==> src/dpm_pkg_gen.sv <==
// Constants for the dual PWM channel mapper, and the single PWM generator module.
`timescale 1ns/1ps

package dpm_pkg;
	// =====================================================================
	// Sizes
	localparam int NGEN     = 2;
	localparam int DUTY_W   = 8;
	localparam int SEL_W    = 2;
	localparam int CNT_W    = 10;
	localparam int TRIM_W   = 4;
	localparam int TICK_W   = 12;
	localparam int ADDR_W   = 8;
	localparam int CTRL_W   = DUTY_W + SEL_W;
	// =====================================================================
	// Register offsets (byte addresses)
	localparam logic [ADDR_W-1:0] OFS_GEN0_CTRL = 8'h00;
	localparam logic [ADDR_W-1:0] OFS_GEN1_CTRL = 8'h04;
	localparam logic [ADDR_W-1:0] OFS_OUT_CTRL  = 8'h08;
	localparam logic [ADDR_W-1:0] OFS_MAP       = 8'h0C;
	localparam logic [ADDR_W-1:0] OFS_TRIM      = 8'h10;
	localparam logic [ADDR_W-1:0] OFS_STATUS    = 8'h14;
	// =====================================================================
	// Field positions and reset values
	localparam int DUTY_LSB = 0;
	localparam int SEL_LSB  = 8;
	localparam int STAT_GEN_LSB = 8;
	localparam int STAT_DIR_LSB = 10;
	localparam logic [CTRL_W-1:0] CTRL_RST   = 10'h000;
	localparam logic [TRIM_W-1:0] TRIM_NOM   = 4'h8;
	localparam logic [TRIM_W-1:0] TRIM_RSVD  = 4'h0;
	// =====================================================================
	// Divider select codes and period lengths in base ticks
	localparam logic [SEL_W-1:0] SEL_1024 = 2'h0;
	localparam logic [SEL_W-1:0] SEL_512  = 2'h1;
	localparam logic [SEL_W-1:0] SEL_256  = 2'h2;
	localparam logic [SEL_W-1:0] SEL_FULL = 2'h3;
	localparam logic [CNT_W-1:0] LAST_1024 = 10'h3FF;
	localparam logic [CNT_W-1:0] LAST_512  = 10'h1FF;
	localparam logic [CNT_W-1:0] LAST_256  = 10'h0FF;
	// =====================================================================
	// Base rate offset per trim code, in parts per thousand
	localparam int TRIM_PERMILLE [16] = '{0, -372, -319, -269, -210, -155, -109, -58,
		0, 43, 89, 140, 195, 256, 324, 400};
	localparam int PERMILLE = 1000;

	function automatic logic [CNT_W-1:0] period_last(input logic [SEL_W-1:0] sel);
		case (sel)
			SEL_1024: period_last = LAST_1024;
			SEL_512:  period_last = LAST_512;
			default:  period_last = LAST_256;
		endcase
	endfunction

	// Position within the period scaled to 256 steps
	function automatic logic [DUTY_W-1:0] duty_step(input logic [CNT_W-1:0] cnt,
		input logic [SEL_W-1:0] sel);
		case (sel)
			SEL_1024: duty_step = cnt[9:2];
			SEL_512:  duty_step = cnt[8:1];
			default:  duty_step = cnt[7:0];
		endcase
	endfunction
endpackage

// =========================================================================
// One PWM generator, stepped by the shared base tick
module dpm_pwm_gen (
	input  wire logic                      i_clk,
	input  wire logic                      i_rst_n,
	input  wire logic                      i_tick,
	input  wire logic [dpm_pkg::DUTY_W-1:0] i_duty,
	input  wire logic [dpm_pkg::SEL_W-1:0]  i_sel,
	output logic                           o_pwm,
	output logic                           o_wrap
);
	import dpm_pkg::*;

	logic [CNT_W-1:0]  cnt_q,  cnt_d;
	logic [DUTY_W-1:0] duty_q, duty_d;
	logic [SEL_W-1:0]  sel_q,  sel_d;
	logic              pwm_q,  pwm_d;
	logic              wrap_q, wrap_d;

	always_comb begin
		cnt_d  = cnt_q;
		duty_d = duty_q;
		sel_d  = sel_q;
		wrap_d = 1'b0;
		if (i_tick) begin
			if (cnt_q >= period_last(sel_q)) begin
				// Settings change only on a period boundary
				cnt_d  = '0;
				duty_d = i_duty;
				sel_d  = i_sel;
				wrap_d = 1'b1;
			end else begin
				cnt_d = cnt_q + 10'h001;
			end
		end
		if (sel_d == SEL_FULL)
			pwm_d = 1'b1;
		else
			pwm_d = duty_step(cnt_d, sel_d) < duty_d;
	end

	always_ff @(posedge i_clk or negedge i_rst_n) begin
		if (!i_rst_n) begin
			cnt_q  <= '0;
			duty_q <= '0;
			sel_q  <= SEL_1024;
			pwm_q  <= 1'b0;
			wrap_q <= 1'b0;
		end else begin
			cnt_q  <= cnt_d;
			duty_q <= duty_d;
			sel_q  <= sel_d;
			pwm_q  <= pwm_d;
			wrap_q <= wrap_d;
		end
	end

	assign o_pwm  = pwm_q;
	assign o_wrap = wrap_q;

	// =====================================================================
	// Checks
	a_full_high: assert property (@(posedge i_clk) disable iff (!i_rst_n)
		sel_q == SEL_FULL |-> pwm_q)
		else $error("constant high mode not high");
	a_duty_hold: assert property (@(posedge i_clk) disable iff (!i_rst_n)
		$changed(duty_q) || $changed(sel_q) |-> wrap_q)
		else $error("settings changed inside a period");
	a_zero_low: assert property (@(posedge i_clk) disable iff (!i_rst_n)
		(duty_q == 8'h00 && sel_q != SEL_FULL) |-> !pwm_q)
		else $error("zero duty drove high");
	a_last_step_low: assert property (@(posedge i_clk) disable iff (!i_rst_n)
		(sel_q == SEL_256 && cnt_q == LAST_256 && !wrap_q) |-> !pwm_q)
		else $error("last step of period not low");
	c_wrap: cover property (@(posedge i_clk) disable iff (!i_rst_n) wrap_q && pwm_q);
endmodule

==> src/dpm_top.sv <==
// Dual PWM channel mapper: APB registers, base tick, two generators, channel mux.
`timescale 1ns/1ps

module dpm_top #(
	parameter int CLK_HZ  = 100_000_000,
	parameter int BASE_HZ = 102_400,
	parameter int NCH     = 8
) (
	input  wire logic                       i_clk,
	input  wire logic                       i_rst_n,
	input  wire logic                       i_psel,
	input  wire logic                       i_penable,
	input  wire logic                       i_pwrite,
	input  wire logic [dpm_pkg::ADDR_W-1:0] i_paddr,
	input  wire logic [31:0]                i_pwdata,
	input  wire logic [3:0]                 i_pstrb,
	output logic      [31:0]                o_prdata,
	output logic                            o_pready,
	output logic                            o_pslverr,
	input  wire logic [dpm_pkg::NGEN-1:0]   i_dir_in,
	output logic      [NCH-1:0]             o_chan
);
	import dpm_pkg::*;

	// =====================================================================
	// Base tick divider table, built at elaboration
	typedef logic [TICK_W-1:0] dpm_div_tab_t [16];

	function automatic dpm_div_tab_t build_div_tab();
		longint num;
		longint den;
		for (int i = 0; i < 16; i++) begin
			num = longint'(CLK_HZ) * PERMILLE;
			den = longint'(BASE_HZ) * (PERMILLE + TRIM_PERMILLE[i]);
			build_div_tab[i] = TICK_W'((num + den / 2) / den);
		end
	endfunction

	localparam dpm_div_tab_t DIV_TAB = build_div_tab();
	// Slowest trim gives the longest tick count, rounded as the table is
	localparam longint MAX_NUM = longint'(CLK_HZ) * PERMILLE;
	localparam longint MAX_DEN = longint'(BASE_HZ) * (PERMILLE + TRIM_PERMILLE[1]);
	localparam longint MAX_DIV = (MAX_NUM + MAX_DEN / 2) / MAX_DEN;

	// Refused at elaboration; ticks closer than three clocks are not served
	if (NCH < 1 || NCH > 8) begin : g_bad_nch
		$error("NCH must be 1 to 8");
	end
	if (MAX_DIV >= (longint'(1) << TICK_W) || DIV_TAB[15] < 3) begin : g_bad_ratio
		$error("clock to base rate ratio out of range");
	end

	// =====================================================================
	// Register state
	logic [CTRL_W-1:0] gen_ctrl_q [NGEN];
	logic [CTRL_W-1:0] gen_ctrl_d [NGEN];
	logic [NCH-1:0]    out_en_q, out_en_d;
	logic [NCH-1:0]    map_q,    map_d;
	logic [TRIM_W-1:0] trim_q,   trim_d;
	logic [31:0]       prdata_q, prdata_d;
	logic              pready_q, pready_d;
	logic              pslverr_q, pslverr_d;

	logic [NGEN-1:0]   dir_meta_q, dir_sync_q;
	logic [TICK_W-1:0] tick_cnt_q, tick_cnt_d;
	logic              tick_q,     tick_d;
	logic [NGEN-1:0]   gen_pwm;
	logic [NGEN-1:0]   gen_wrap;
	logic [NCH-1:0]    chan_q, chan_d;

	logic setup_ph;
	logic wr_acc;
	assign setup_ph = i_psel && !i_penable;
	assign wr_acc   = i_psel && i_penable && pready_q && i_pwrite;

	// =====================================================================
	// Bus helpers
	function automatic logic is_mapped(input logic [ADDR_W-1:0] a);
		case (a)
			OFS_GEN0_CTRL, OFS_GEN1_CTRL, OFS_OUT_CTRL,
			OFS_MAP, OFS_TRIM, OFS_STATUS: is_mapped = 1'b1;
			default: is_mapped = 1'b0;
		endcase
	endfunction

	function automatic logic [31:0] merge(input logic [31:0] old,
		input logic [31:0] wd, input logic [3:0] strb);
		for (int b = 0; b < 4; b++)
			merge[8*b +: 8] = strb[b] ? wd[8*b +: 8] : old[8*b +: 8];
	endfunction

	// =====================================================================
	// APB slave: one wait-free access phase, errors on holes
	always_comb begin
		prdata_d  = prdata_q;
		pready_d  = setup_ph;
		pslverr_d = 1'b0;
		if (setup_ph) begin
			pslverr_d = !is_mapped(i_paddr);
			prdata_d  = '0;
			if (!i_pwrite) begin
				case (i_paddr)
					OFS_GEN0_CTRL: prdata_d[CTRL_W-1:0] = gen_ctrl_q[0];
					OFS_GEN1_CTRL: prdata_d[CTRL_W-1:0] = gen_ctrl_q[1];
					OFS_OUT_CTRL:  prdata_d[NCH-1:0]    = out_en_q;
					OFS_MAP:       prdata_d[NCH-1:0]    = map_q;
					OFS_TRIM:      prdata_d[TRIM_W-1:0] = trim_q;
					OFS_STATUS: begin
						prdata_d[NCH-1:0] = chan_q;
						prdata_d[STAT_GEN_LSB +: NGEN] = gen_pwm;
						prdata_d[STAT_DIR_LSB +: NGEN] = dir_sync_q;
					end
					default: prdata_d = '0;
				endcase
			end
		end
	end

	// Register writes take effect at the access edge
	always_comb begin
		logic [31:0] wv;
		wv = '0;
		for (int g = 0; g < NGEN; g++)
			gen_ctrl_d[g] = gen_ctrl_q[g];
		out_en_d = out_en_q;
		map_d    = map_q;
		trim_d   = trim_q;
		if (wr_acc) begin
			case (i_paddr)
				OFS_GEN0_CTRL: begin
					wv = merge(32'(gen_ctrl_q[0]), i_pwdata, i_pstrb);
					gen_ctrl_d[0] = wv[CTRL_W-1:0];
				end
				OFS_GEN1_CTRL: begin
					wv = merge(32'(gen_ctrl_q[1]), i_pwdata, i_pstrb);
					gen_ctrl_d[1] = wv[CTRL_W-1:0];
				end
				OFS_OUT_CTRL: begin
					wv = merge(32'(out_en_q), i_pwdata, i_pstrb);
					out_en_d = wv[NCH-1:0];
				end
				OFS_MAP: begin
					wv = merge(32'(map_q), i_pwdata, i_pstrb);
					map_d = wv[NCH-1:0];
				end
				OFS_TRIM: begin
					wv = merge(32'(trim_q), i_pwdata, i_pstrb);
					trim_d = wv[TRIM_W-1:0];
				end
				default: wv = '0;
			endcase
		end
	end

	always_ff @(posedge i_clk or negedge i_rst_n) begin
		if (!i_rst_n) begin
			for (int g = 0; g < NGEN; g++)
				gen_ctrl_q[g] <= CTRL_RST;
			out_en_q  <= '0;
			map_q     <= '0;
			trim_q    <= TRIM_NOM;
			prdata_q  <= '0;
			pready_q  <= 1'b0;
			pslverr_q <= 1'b0;
		end else begin
			for (int g = 0; g < NGEN; g++)
				gen_ctrl_q[g] <= gen_ctrl_d[g];
			out_en_q  <= out_en_d;
			map_q     <= map_d;
			trim_q    <= trim_d;
			prdata_q  <= prdata_d;
			pready_q  <= pready_d;
			pslverr_q <= pslverr_d;
		end
	end

	// =====================================================================
	// Base tick from the trimmed internal rate
	always_comb begin
		logic [TICK_W-1:0] div;
		// Reserved trim code falls back to nominal rather than stopping
		div = (trim_q == TRIM_RSVD) ? DIV_TAB[TRIM_NOM] : DIV_TAB[trim_q];
		tick_d = 1'b0;
		if (tick_cnt_q >= div - 12'h001) begin
			tick_cnt_d = '0;
			tick_d     = 1'b1;
		end else begin
			tick_cnt_d = tick_cnt_q + 12'h001;
		end
	end

	always_ff @(posedge i_clk or negedge i_rst_n) begin
		if (!i_rst_n) begin
			tick_cnt_q <= '0;
			tick_q     <= 1'b0;
		end else begin
			tick_cnt_q <= tick_cnt_d;
			tick_q     <= tick_d;
		end
	end

	// =====================================================================
	// Generators, all sharing the one tick
	for (genvar g = 0; g < NGEN; g++) begin : g_gen
		dpm_pwm_gen u_gen (
			.i_clk   (i_clk),
			.i_rst_n (i_rst_n),
			.i_tick  (tick_q),
			.i_duty  (gen_ctrl_q[g][DUTY_LSB +: DUTY_W]),
			.i_sel   (gen_ctrl_q[g][SEL_LSB +: SEL_W]),
			.o_pwm   (gen_pwm[g]),
			.o_wrap  (gen_wrap[g])
		);
	end

	// =====================================================================
	// Direct inputs are asynchronous pins
	always_ff @(posedge i_clk or negedge i_rst_n) begin
		if (!i_rst_n) begin
			dir_meta_q <= '0;
			dir_sync_q <= '0;
		end else begin
			dir_meta_q <= i_dir_in;
			dir_sync_q <= dir_meta_q;
		end
	end

	// =====================================================================
	// Channel mux: generator or direct input, same selector bit
	always_comb begin
		for (int c = 0; c < NCH; c++) begin
			if (out_en_q[c])
				chan_d[c] = gen_pwm[map_q[c]];
			else
				chan_d[c] = dir_sync_q[map_q[c]];
		end
	end

	always_ff @(posedge i_clk or negedge i_rst_n) begin
		if (!i_rst_n)
			chan_q <= '0;
		else
			chan_q <= chan_d;
	end

	assign o_chan    = chan_q;
	assign o_prdata  = prdata_q;
	assign o_pready  = pready_q;
	assign o_pslverr = pslverr_q;

	// =====================================================================
	// Checks
	a_apb_ready: assert property (@(posedge i_clk) disable iff (!i_rst_n)
		setup_ph |=> pready_q ##1 !pready_q)
		else $error("access phase not answered in one cycle");
	a_unmapped_err: assert property (@(posedge i_clk) disable iff (!i_rst_n)
		(setup_ph && !is_mapped(i_paddr)) |=> pslverr_q && prdata_q == 32'h0)
		else $error("hole address not flagged");
	a_ctrl_write: assert property (@(posedge i_clk) disable iff (!i_rst_n)
		(wr_acc && i_paddr == OFS_GEN0_CTRL && i_pstrb == 4'hF)
		|=> gen_ctrl_q[0] == $past(i_pwdata[CTRL_W-1:0]))
		else $error("generator control write lost");
	a_tick_space: assert property (@(posedge i_clk) disable iff (!i_rst_n)
		tick_q |=> !tick_q [*2])
		else $error("base ticks too close");
	a_chan_gen: assert property (@(posedge i_clk) disable iff (!i_rst_n)
		($stable(map_q) && $stable(out_en_q) && out_en_q[0] && map_q[0])
		|=> o_chan[0] == $past(gen_pwm[1]))
		else $error("channel 0 not following generator 1");
	a_dir_path: assert property (@(posedge i_clk) disable iff (!i_rst_n)
		($stable(map_q) && $stable(out_en_q) && !out_en_q[0] && !map_q[0])
		|=> o_chan[0] == $past(dir_sync_q[0]))
		else $error("channel 0 not following direct input 0");

	// =====================================================================
	// Register side checks
	a_rd_hold: assert property (@(posedge i_clk) disable iff (!i_rst_n)
		!setup_ph |=> $stable(prdata_q))
		else $error("read data moved outside a setup");
	a_mapped_ok: assert property (@(posedge i_clk) disable iff (!i_rst_n)
		(setup_ph && is_mapped(i_paddr)) |=> !pslverr_q)
		else $error("mapped address flagged");
	a_hole_write: assert property (@(posedge i_clk) disable iff (!i_rst_n)
		(wr_acc && !is_mapped(i_paddr))
		|=> $stable(out_en_q) && $stable(map_q) && $stable(trim_q))
		else $error("write to a hole changed a register");
	a_trim_write: assert property (@(posedge i_clk) disable iff (!i_rst_n)
		(wr_acc && i_paddr == OFS_TRIM && i_pstrb[0])
		|=> trim_q == $past(i_pwdata[TRIM_W-1:0]))
		else $error("trim write lost");
	a_map_write: assert property (@(posedge i_clk) disable iff (!i_rst_n)
		(wr_acc && i_paddr == OFS_MAP && i_pstrb[0])
		|=> map_q == $past(i_pwdata[NCH-1:0]))
		else $error("map write lost");
	a_out_write: assert property (@(posedge i_clk) disable iff (!i_rst_n)
		(wr_acc && i_paddr == OFS_OUT_CTRL && i_pstrb[0])
		|=> out_en_q == $past(i_pwdata[NCH-1:0]))
		else $error("output control write lost");

	// =====================================================================
	// Scenario covers
	c_dir_chan: cover property (@(posedge i_clk) disable iff (!i_rst_n)
		o_chan[0] && !out_en_q[0]);
	c_err: cover property (@(posedge i_clk) disable iff (!i_rst_n) pslverr_q);
	c_gen1_wrap: cover property (@(posedge i_clk) disable iff (!i_rst_n) gen_wrap[1]);
	c_chan_hi: cover property (@(posedge i_clk) disable iff (!i_rst_n) o_chan[0] && out_en_q[0]);
endmodule

==> config.mk <==
export PLATFORM = sky130hd
export DESIGN_NAME = dpm_top
export DESIGN_NICKNAME = d
export VERILOG_FILES = /design/src/dpm_pkg_gen.sv /design/src/dpm_top.sv
export SDC_FILE = /design/constraint.sdc
export NUM_CORES = 1
export LEC_CHECK = 0
export ABC_AREA = 1
export BUFFER_PORTS_ARGS = -buffer_cell sky130_fd_sc_hd__clkbuf_2
export CAP_MARGIN = 30
export CORE_ASPECT_RATIO = 0.75
export CORE_MARGIN = 5
export CORE_UTILIZATION = 51
export CTS_CLUSTER_SIZE = 25
export DETAILED_ROUTE_END_ITERATION = 10
export GPL_ROUTABILITY_DRIVEN = 0
export GPL_TIMING_DRIVEN = 0
export PLACE_DENSITY_LB_ADDON = 0.1
export SLEW_MARGIN = 25
export SYNTH_ARGS = -nofsm -noshare
export SYNTH_HDL_FRONTEND = slang
export SYNTH_SLANG_ARGS = --single-unit
==> constraint.sdc <==
create_clock -name i_clk -period 3.1 [get_ports i_clk]
set_input_delay 0.31 -clock i_clk [delete_from_list [all_inputs] [get_ports i_clk]]
set_output_delay 0.31 -clock i_clk [all_outputs]
set_load 0.05 [all_outputs]
==> results of run 1 <==
-- worst reg2reg max path, delay by kind of cell (launching register included) --
| kind | cells | cell delay, ns |
|---|---|---|
| buffers and inverters | 3 | 0.39 |
| xor gates and xnor gates | 1 | 0.16 |
| adders and majority gates | 2 | 0.48 |
| DFF | 1 | 0.44 |
| and+or+nand+nor | 12 | 0.99 |
| AOI/OAI and AO/OA | 4 | 0.47 |
-- Yosys cell counts (16+ instances only) --
cell     instances  share of area
a21oi_1         32          0.023
buf_4           20          0.022
dfrtp_1        120           0.43
ha_1            40          0.072
inv_1           99          0.053
nand2_1        189           0.10
nand3_1         34          0.024
nor2_1          66          0.036
o21ai_0         82          0.059
o22ai_1         19          0.017
or2_2           16          0.014
-- registers in the layout, summed over array words and instances (netlist names), 8 cells and up --
name                flops
g_gen.u_gen.cnt_q      20
gen_ctrl_q             20
g_gen.u_gen.duty_q     16
o_prdata               12
tick_cnt_q             12
map_q                   8
o_chan                  8
out_en_q                8
-- per-layer routing --
layer  vias up  wire length (um)  global-route usage
met3        16              1010              0.0479
met2       164              7870               0.333
met4         0               143              0.0485
met5         -                 0                   0
met1      2743              8800               0.352
li1       2997                 -                   -
-- timing repair --
item	4_1_cts	5_1_grt
setup endpoints to repair	13	14
gates resized for setup	22	42
gates cloned	1	0
endpoints found under the hold margin	51	0
pin swaps	11	18
hold buffers	3	0
buffers inserted	11	11
-- area by class of cell --
| class | instances | area share |
|---|---|---|
| multi-input combinational | 601 | 0.412 |
| sequential | 121 | 0.357 |
| clock buffer | 17 | 0.0501 |
| tap | 175 | 0.0258 |
| buffer | 43 | 0.0320 |
| inverter | 111 | 0.0500 |
| clock inverter | 14 | 0.0149 |
| timing repair buffer | 75 | 0.0582 |
-- worst min path at each step --
stage,start,endpoint,slack (ns),cells past startpoint
floorplan,i_rst_n,dir_meta_q[0],0.01,0
global placement,dir_meta_q[1],dir_sync_q[1],0.33,0
detailed placement,i_rst_n,dir_sync_q[1],0.30,1
CTS,i_penable,o_pready,0.12,2
global route,i_penable,o_pready,0.13,2
finish,i_penable,o_pready,0.15,2
-- placed cells by master, fill, tap and decap left out, types with 17 or more instances in the layout --
| cell type | instances |
|---|---|
| a21oi_1 | 29 |
| buf_4 | 40 |
| clkbuf_16 | 17 |
| clkbuf_2 | 47 |
| conb_1 | 21 |
| dfrtp_1 | 118 |
| ha_1 | 37 |
| inv_1 | 96 |
| nand2_1 | 182 |
| nand3_1 | 32 |
| nor2_1 | 60 |
| o21ai_0 | 77 |
| o22ai_1 | 19 |
-- metrics by stage --
stage / setup TNS, ns / hold slack [ns] / power, W / instances / setup WS, ns
after floorplan: 0 / 0.0144 / 0.00224 / 876 / 0.125
after global placement: -30.72 / 0.332 / 0.00241 / 1099 / -0.353
after detailed placement: -2.75 / 0.299 / 0.00243 / 1100 / -0.331
after CTS: 0 / 0.121 / 0.00431 / 1146 / 0.00205
after global routing: -0.707 / 0.132 / 0.00450 / 1157 / -0.141
final: 0 / 0.147 / 0.00430 / 1157 / 0.113
-- where the power goes --
group	internal, W	leakage, nW	switching (W)
logic	0.000233	2.46	0.000418
registers	0.00169	1.63	0.000101
clock network	0.00110	0.269	0.000760
-- kinds of logic after synthesis --
kind of cell    share of synthesized area
compound gates                      0.150
other cells                       0.00108
xor+xnor                           0.0226
fa+ha+maj                          0.0719
simple gates                        0.223
flops                               0.435
buf+inv                            0.0969
==> run summary, run 1 <==
antenna violations before repair = 0
Die Span Y = 111 um
iteration-0 DRC count of the detailed router = 433
Post-synth EDFFs = 0
flops & latches, synth = 121
# DRC = 0
Worst EP required = 3.43 ns
Sink Count = 121
initial core utilization = 0.513
RSZ-0062 raised after global routing = yes
Max Cap Viol = 0
CP Cell Sequence = buf_6 -> ha_4 -> nand2_2 -> o21ai_2 -> a21oi_2 -> nand2_1 -> inv_2 -> nand3_2 -> nor2_1 -> nand2_1 -> xor2_1 -> ha_1 -> a21oi_2 -> nor2_2 -> a211oi_2 -> nand2_1 -> nand2_1 -> nand2_1 -> nand3_2 -> nand2_4 -> buf_6 -> nor3b_2
R2R cell count = 22
post-route ant nets = 0
Slew Limit Fails = 0
Netlist cell types = 51
Area after DPL = 7530 um2
Worst path top cell family by delay = simple AND/OR/NAND/NOR gates
die area = 16100 um2
multi-input logic area = 3490 um2
row count = 37
dpl hpwl = 12500 um
crit start category = flip-flop
vias in the first global route = 5703
IR drop worst, VDD = 0.461 mV
Final min period = 2.99 ns
Bufs and invs on worst path = 3
Critical Path AT = 3.32 ns
status = completed
Max clock buf depth = 2
Yosys warnings = 0
fill count = 1204
Syn Area/Cell = 8.12 um2
Main synth FF type = dfrtp_1
total gr overflow = 0
share of layout cells above drive strength 1 = 0.229
Worst Setup SP = trim_q[0]
core area = 13600 um2
Slowest cell on crit path = dfrtp_2
# nets final = 1061
Die X = 145 um
Seq/Total Area, Yosys = 0.435
Port Buffers = 48
Worst Skew = 0.00996 ns
P_leak = 4.36 nW
Crit. End Element = flip-flop
Fin. Hold Viols = 0
Critical Path Most Common Cell = nand2_1
CTS tree = built
Num CTS Buffers = 17
final wirelength = 17800 um
post-layout util = 0.626
FF+latch area = 3030 um2
WL/cell = 15.4 um
critical-path maximum fanout = 5
via count = 5920
Worst setup endpoint = tick_cnt_q[9]
Crit. path cell count = 22
ANT cells = 0
area growth from synthesis to final layout = 21.9%
asr flop ratio synth = 1.00
overall routing resource usage = 0.229
Critical R2R Capture = tick_cnt_q[9]
Gate Count Post-Synth = 857
TritonRoute pass-1 iters = 4
# setup viols final = 0
max frequency = 0.335 GHz
first-pass GRT wire length = 29200 um
Tcrit/Tclk final = 0.964
Least-Margin Pin Slew = 0.650 ns
Crit Path Category = reg -> reg
power per standard cell area = 507 nW/um2
CTS root buf = clkbuf_16
FF-to-FF Start = trim_q[0]
largest net degree at the start of global routing = 73
slowest stage delay, CP = 0.44 ns
clk_lat worst skew = 0.41 ns
Clock transition at path regs = 0.06 ns
Top Ports = 93
vias per inst = 5.12
Post-Layout Inst Area = 8490 um2
Post-Syn Area = 6960 um2
setup slack, reg-to-reg = 0.11 ns
min-delay worst type = in -> reg
H-tree Lvls = 4
max_slew headroom = 0.566
Note: power is estimated with default switching activity, not from simulation.
==> run 2, diff against run 1 <==
==> constraint.sdc (replaced) <==
create_clock -name i_clk -period 3.1 [get_ports i_clk]
set_input_delay 0.62 -clock i_clk [delete_from_list [all_inputs] [get_ports i_clk]]
set_output_delay 0.62 -clock i_clk [all_outputs]
set_load 0.05 [all_outputs]
==> run 2 against run 1 <==
Against the previous run: first-iteration DRC count rose by 4.2%; via count rose by 0.44%; design area fell by 0.35%; largest cell class unchanged; register-to-register slack barely moved; fmax fell by 0.10%; non-clock buffer count fell by 3; worst hold slack improved by 0.011 ns; total power fell by 0.14%; wire length fell by 0.26%; clock power barely moved; die area did not move; sequential power barely moved.
==> run summary, run 2 (same netlist as run 1, synthesis figures left out) <==
final wirelength = 17800 um
Fin. Hold Viols = 0
met2 routed WL = 7790 um
# nets final = 1058
pre-CTS WS = -0.331 ns
Num CTS Buffers = 17
vias in the first global route = 5690
H-tree Lvls = 4
max frequency = 0.334 GHz
critical-path maximum fanout = 5
total gr overflow = 0
Max Cap Viol = 0
Slew Limit Fails = 0
max_slew headroom = 0.561
WL met1 = 8740 um
Worst Setup Slack, final = 0.110 ns
post-layout util = 0.623
crit start category = flip-flop
die area = 16100 um2
TritonRoute pass-1 iters = 4
first-pass GRT wire length = 29200 um
Worst Skew = 0.0109 ns
post-route ant nets = 0
WL/cell = 15.4 um
Clock transition at path regs = 0.06 ns
row count = 37
Max clock buf depth = 2
ANT cells = 0
Sink Count = 121
WHS = 0.158 ns
Crit. End Element = flip-flop
share of layout cells above drive strength 1 = 0.230
commonest cells after routing, fill and taps aside = nand2_1, dfrtp_1, inv_1
power per standard cell area = 508 nW/um2
status = completed
initial core utilization = 0.513
core area = 13600 um2
CTS root buf = clkbuf_16
most common cell after layout, fill and taps aside = nand2_1
Tcrit/Tclk final = 0.965
Die Span Y = 111 um
FF+latch area = 3030 um2
vias per inst = 5.15
met3 routed WL = 1080 um
Die X = 145 um
antenna violations before repair = 0
IR drop worst, VDD = 0.462 mV
fill count = 1206
P_leak = 4.34 nW
min-delay worst type = in -> async
Port Buffers = 48
dpl hpwl = 12500 um
Crit Path Category = reg -> reg
Least-Margin Pin Slew = 0.658 ns
Max Used Layer = met4
Top Ports = 93
Top Registers = g_gen.u_gen.cnt_q x20, gen_ctrl_q x20, g_gen.u_gen.duty_q x16
via count = 5946
final setup TNS = 0 ns
overall routing resource usage = 0.229
Pwr Total = 0.00430 W
CTS tree = built
Final min period = 2.99 ns
# DRC = 0
clk_lat worst skew = 0.41 ns
Critical Path AT = 3.32 ns
Worst EP required = 3.43 ns
RSZ-0062 raised after global routing = yes
largest net degree at the start of global routing = 73
iteration-0 DRC count of the detailed router = 451
# setup viols final = 0
multi-input logic area = 3490 um2
CTS Hold Buffers Added = 0
area growth from synthesis to final layout = 21.5%
==> run 2: cell types whose count changed in the layout (fill, tap and decap cells not counted), sizes merged <==
cell and change:
dlygate4sd3 -3
==> run 2: worst max-delay path, stage by stage (launching register included) <==
cell	delay (ns)
dfrtp_2	0.44
buf_6	0.14
ha_4	0.16
nand2_2	0.07
o21ai_2	0.05
a21oi_2	0.10
nand2_1	0.08
inv_2	0.10
nand3_2	0.09
nor2_1	0.09
nand2_1	0.08
xor2_1	0.16
ha_1	0.32
a21oi_2	0.17
nor2_2	0.06
a211oi_2	0.15
nand2_1	0.08
nand2_1	0.06
nand2_1	0.06
nand3_2	0.10
nand2_4	0.07
buf_6	0.15
nor3b_2	0.15
==> run 2: layout make-up <==
type                            count  area share
Buffer                             43      0.0321
Clock buffer                       17      0.0503
Clock inverter                     14      0.0149
Inverter                          111      0.0502
Multi-Input combinational cell    601       0.413
Sequential cell                   121       0.359
Tap cell                          175      0.0259
Timing Repair Buffer               72      0.0549
==> run 2: worst paths after layout <==
check	startpoint	to	slack (ns)	cells past startpoint
setup / recovery	trim_q[0]	tick_cnt_q[9]	0.11	22
hold / removal	i_rst_n	map_q[4]	0.16	1
setup reg to reg	trim_q[0]	tick_cnt_q[9]	0.11	22
hold reg to reg	dir_meta_q[1]	dir_sync_q[1]	0.35	0
max in group asynchronous	i_rst_n	trim_q[3]	2.21	2
min in group i_clk	i_dir_in[1]	dir_meta_q[1]	0.31	1
==> run 2: layer usage <==
metal	up-vias	track usage
li1	2994	-
met1	2763	0.352
met2	174	0.331
met3	15	0.0479
met4	0	0.0485
met5	-	0
==> run 2: report_power, final <==
part	switching [W]	internal (W)	total [W]
clock network	0.000758	0.00110	0.00186
registers	0.000101	0.00169	0.00179
logic	0.000417	0.000231	0.000648
total	0.00128	0.00302	0.00430
==> run 2: stage by stage <==
step	area [um2]	std cells
global placement	7490	1099
CTS	8230	1143
detailed placement	7530	1100
global route	8460	1154
finish	8460	1154
floorplan	7030	876
==> run 2: repair_timing <==
action / CTS / global route
endpoints found under the setup margin: 13 / 14
cloned: 1 / 0
resized for setup: 22 / 42
pin swaps: 11 / 18
setup buffers: 11 / 11
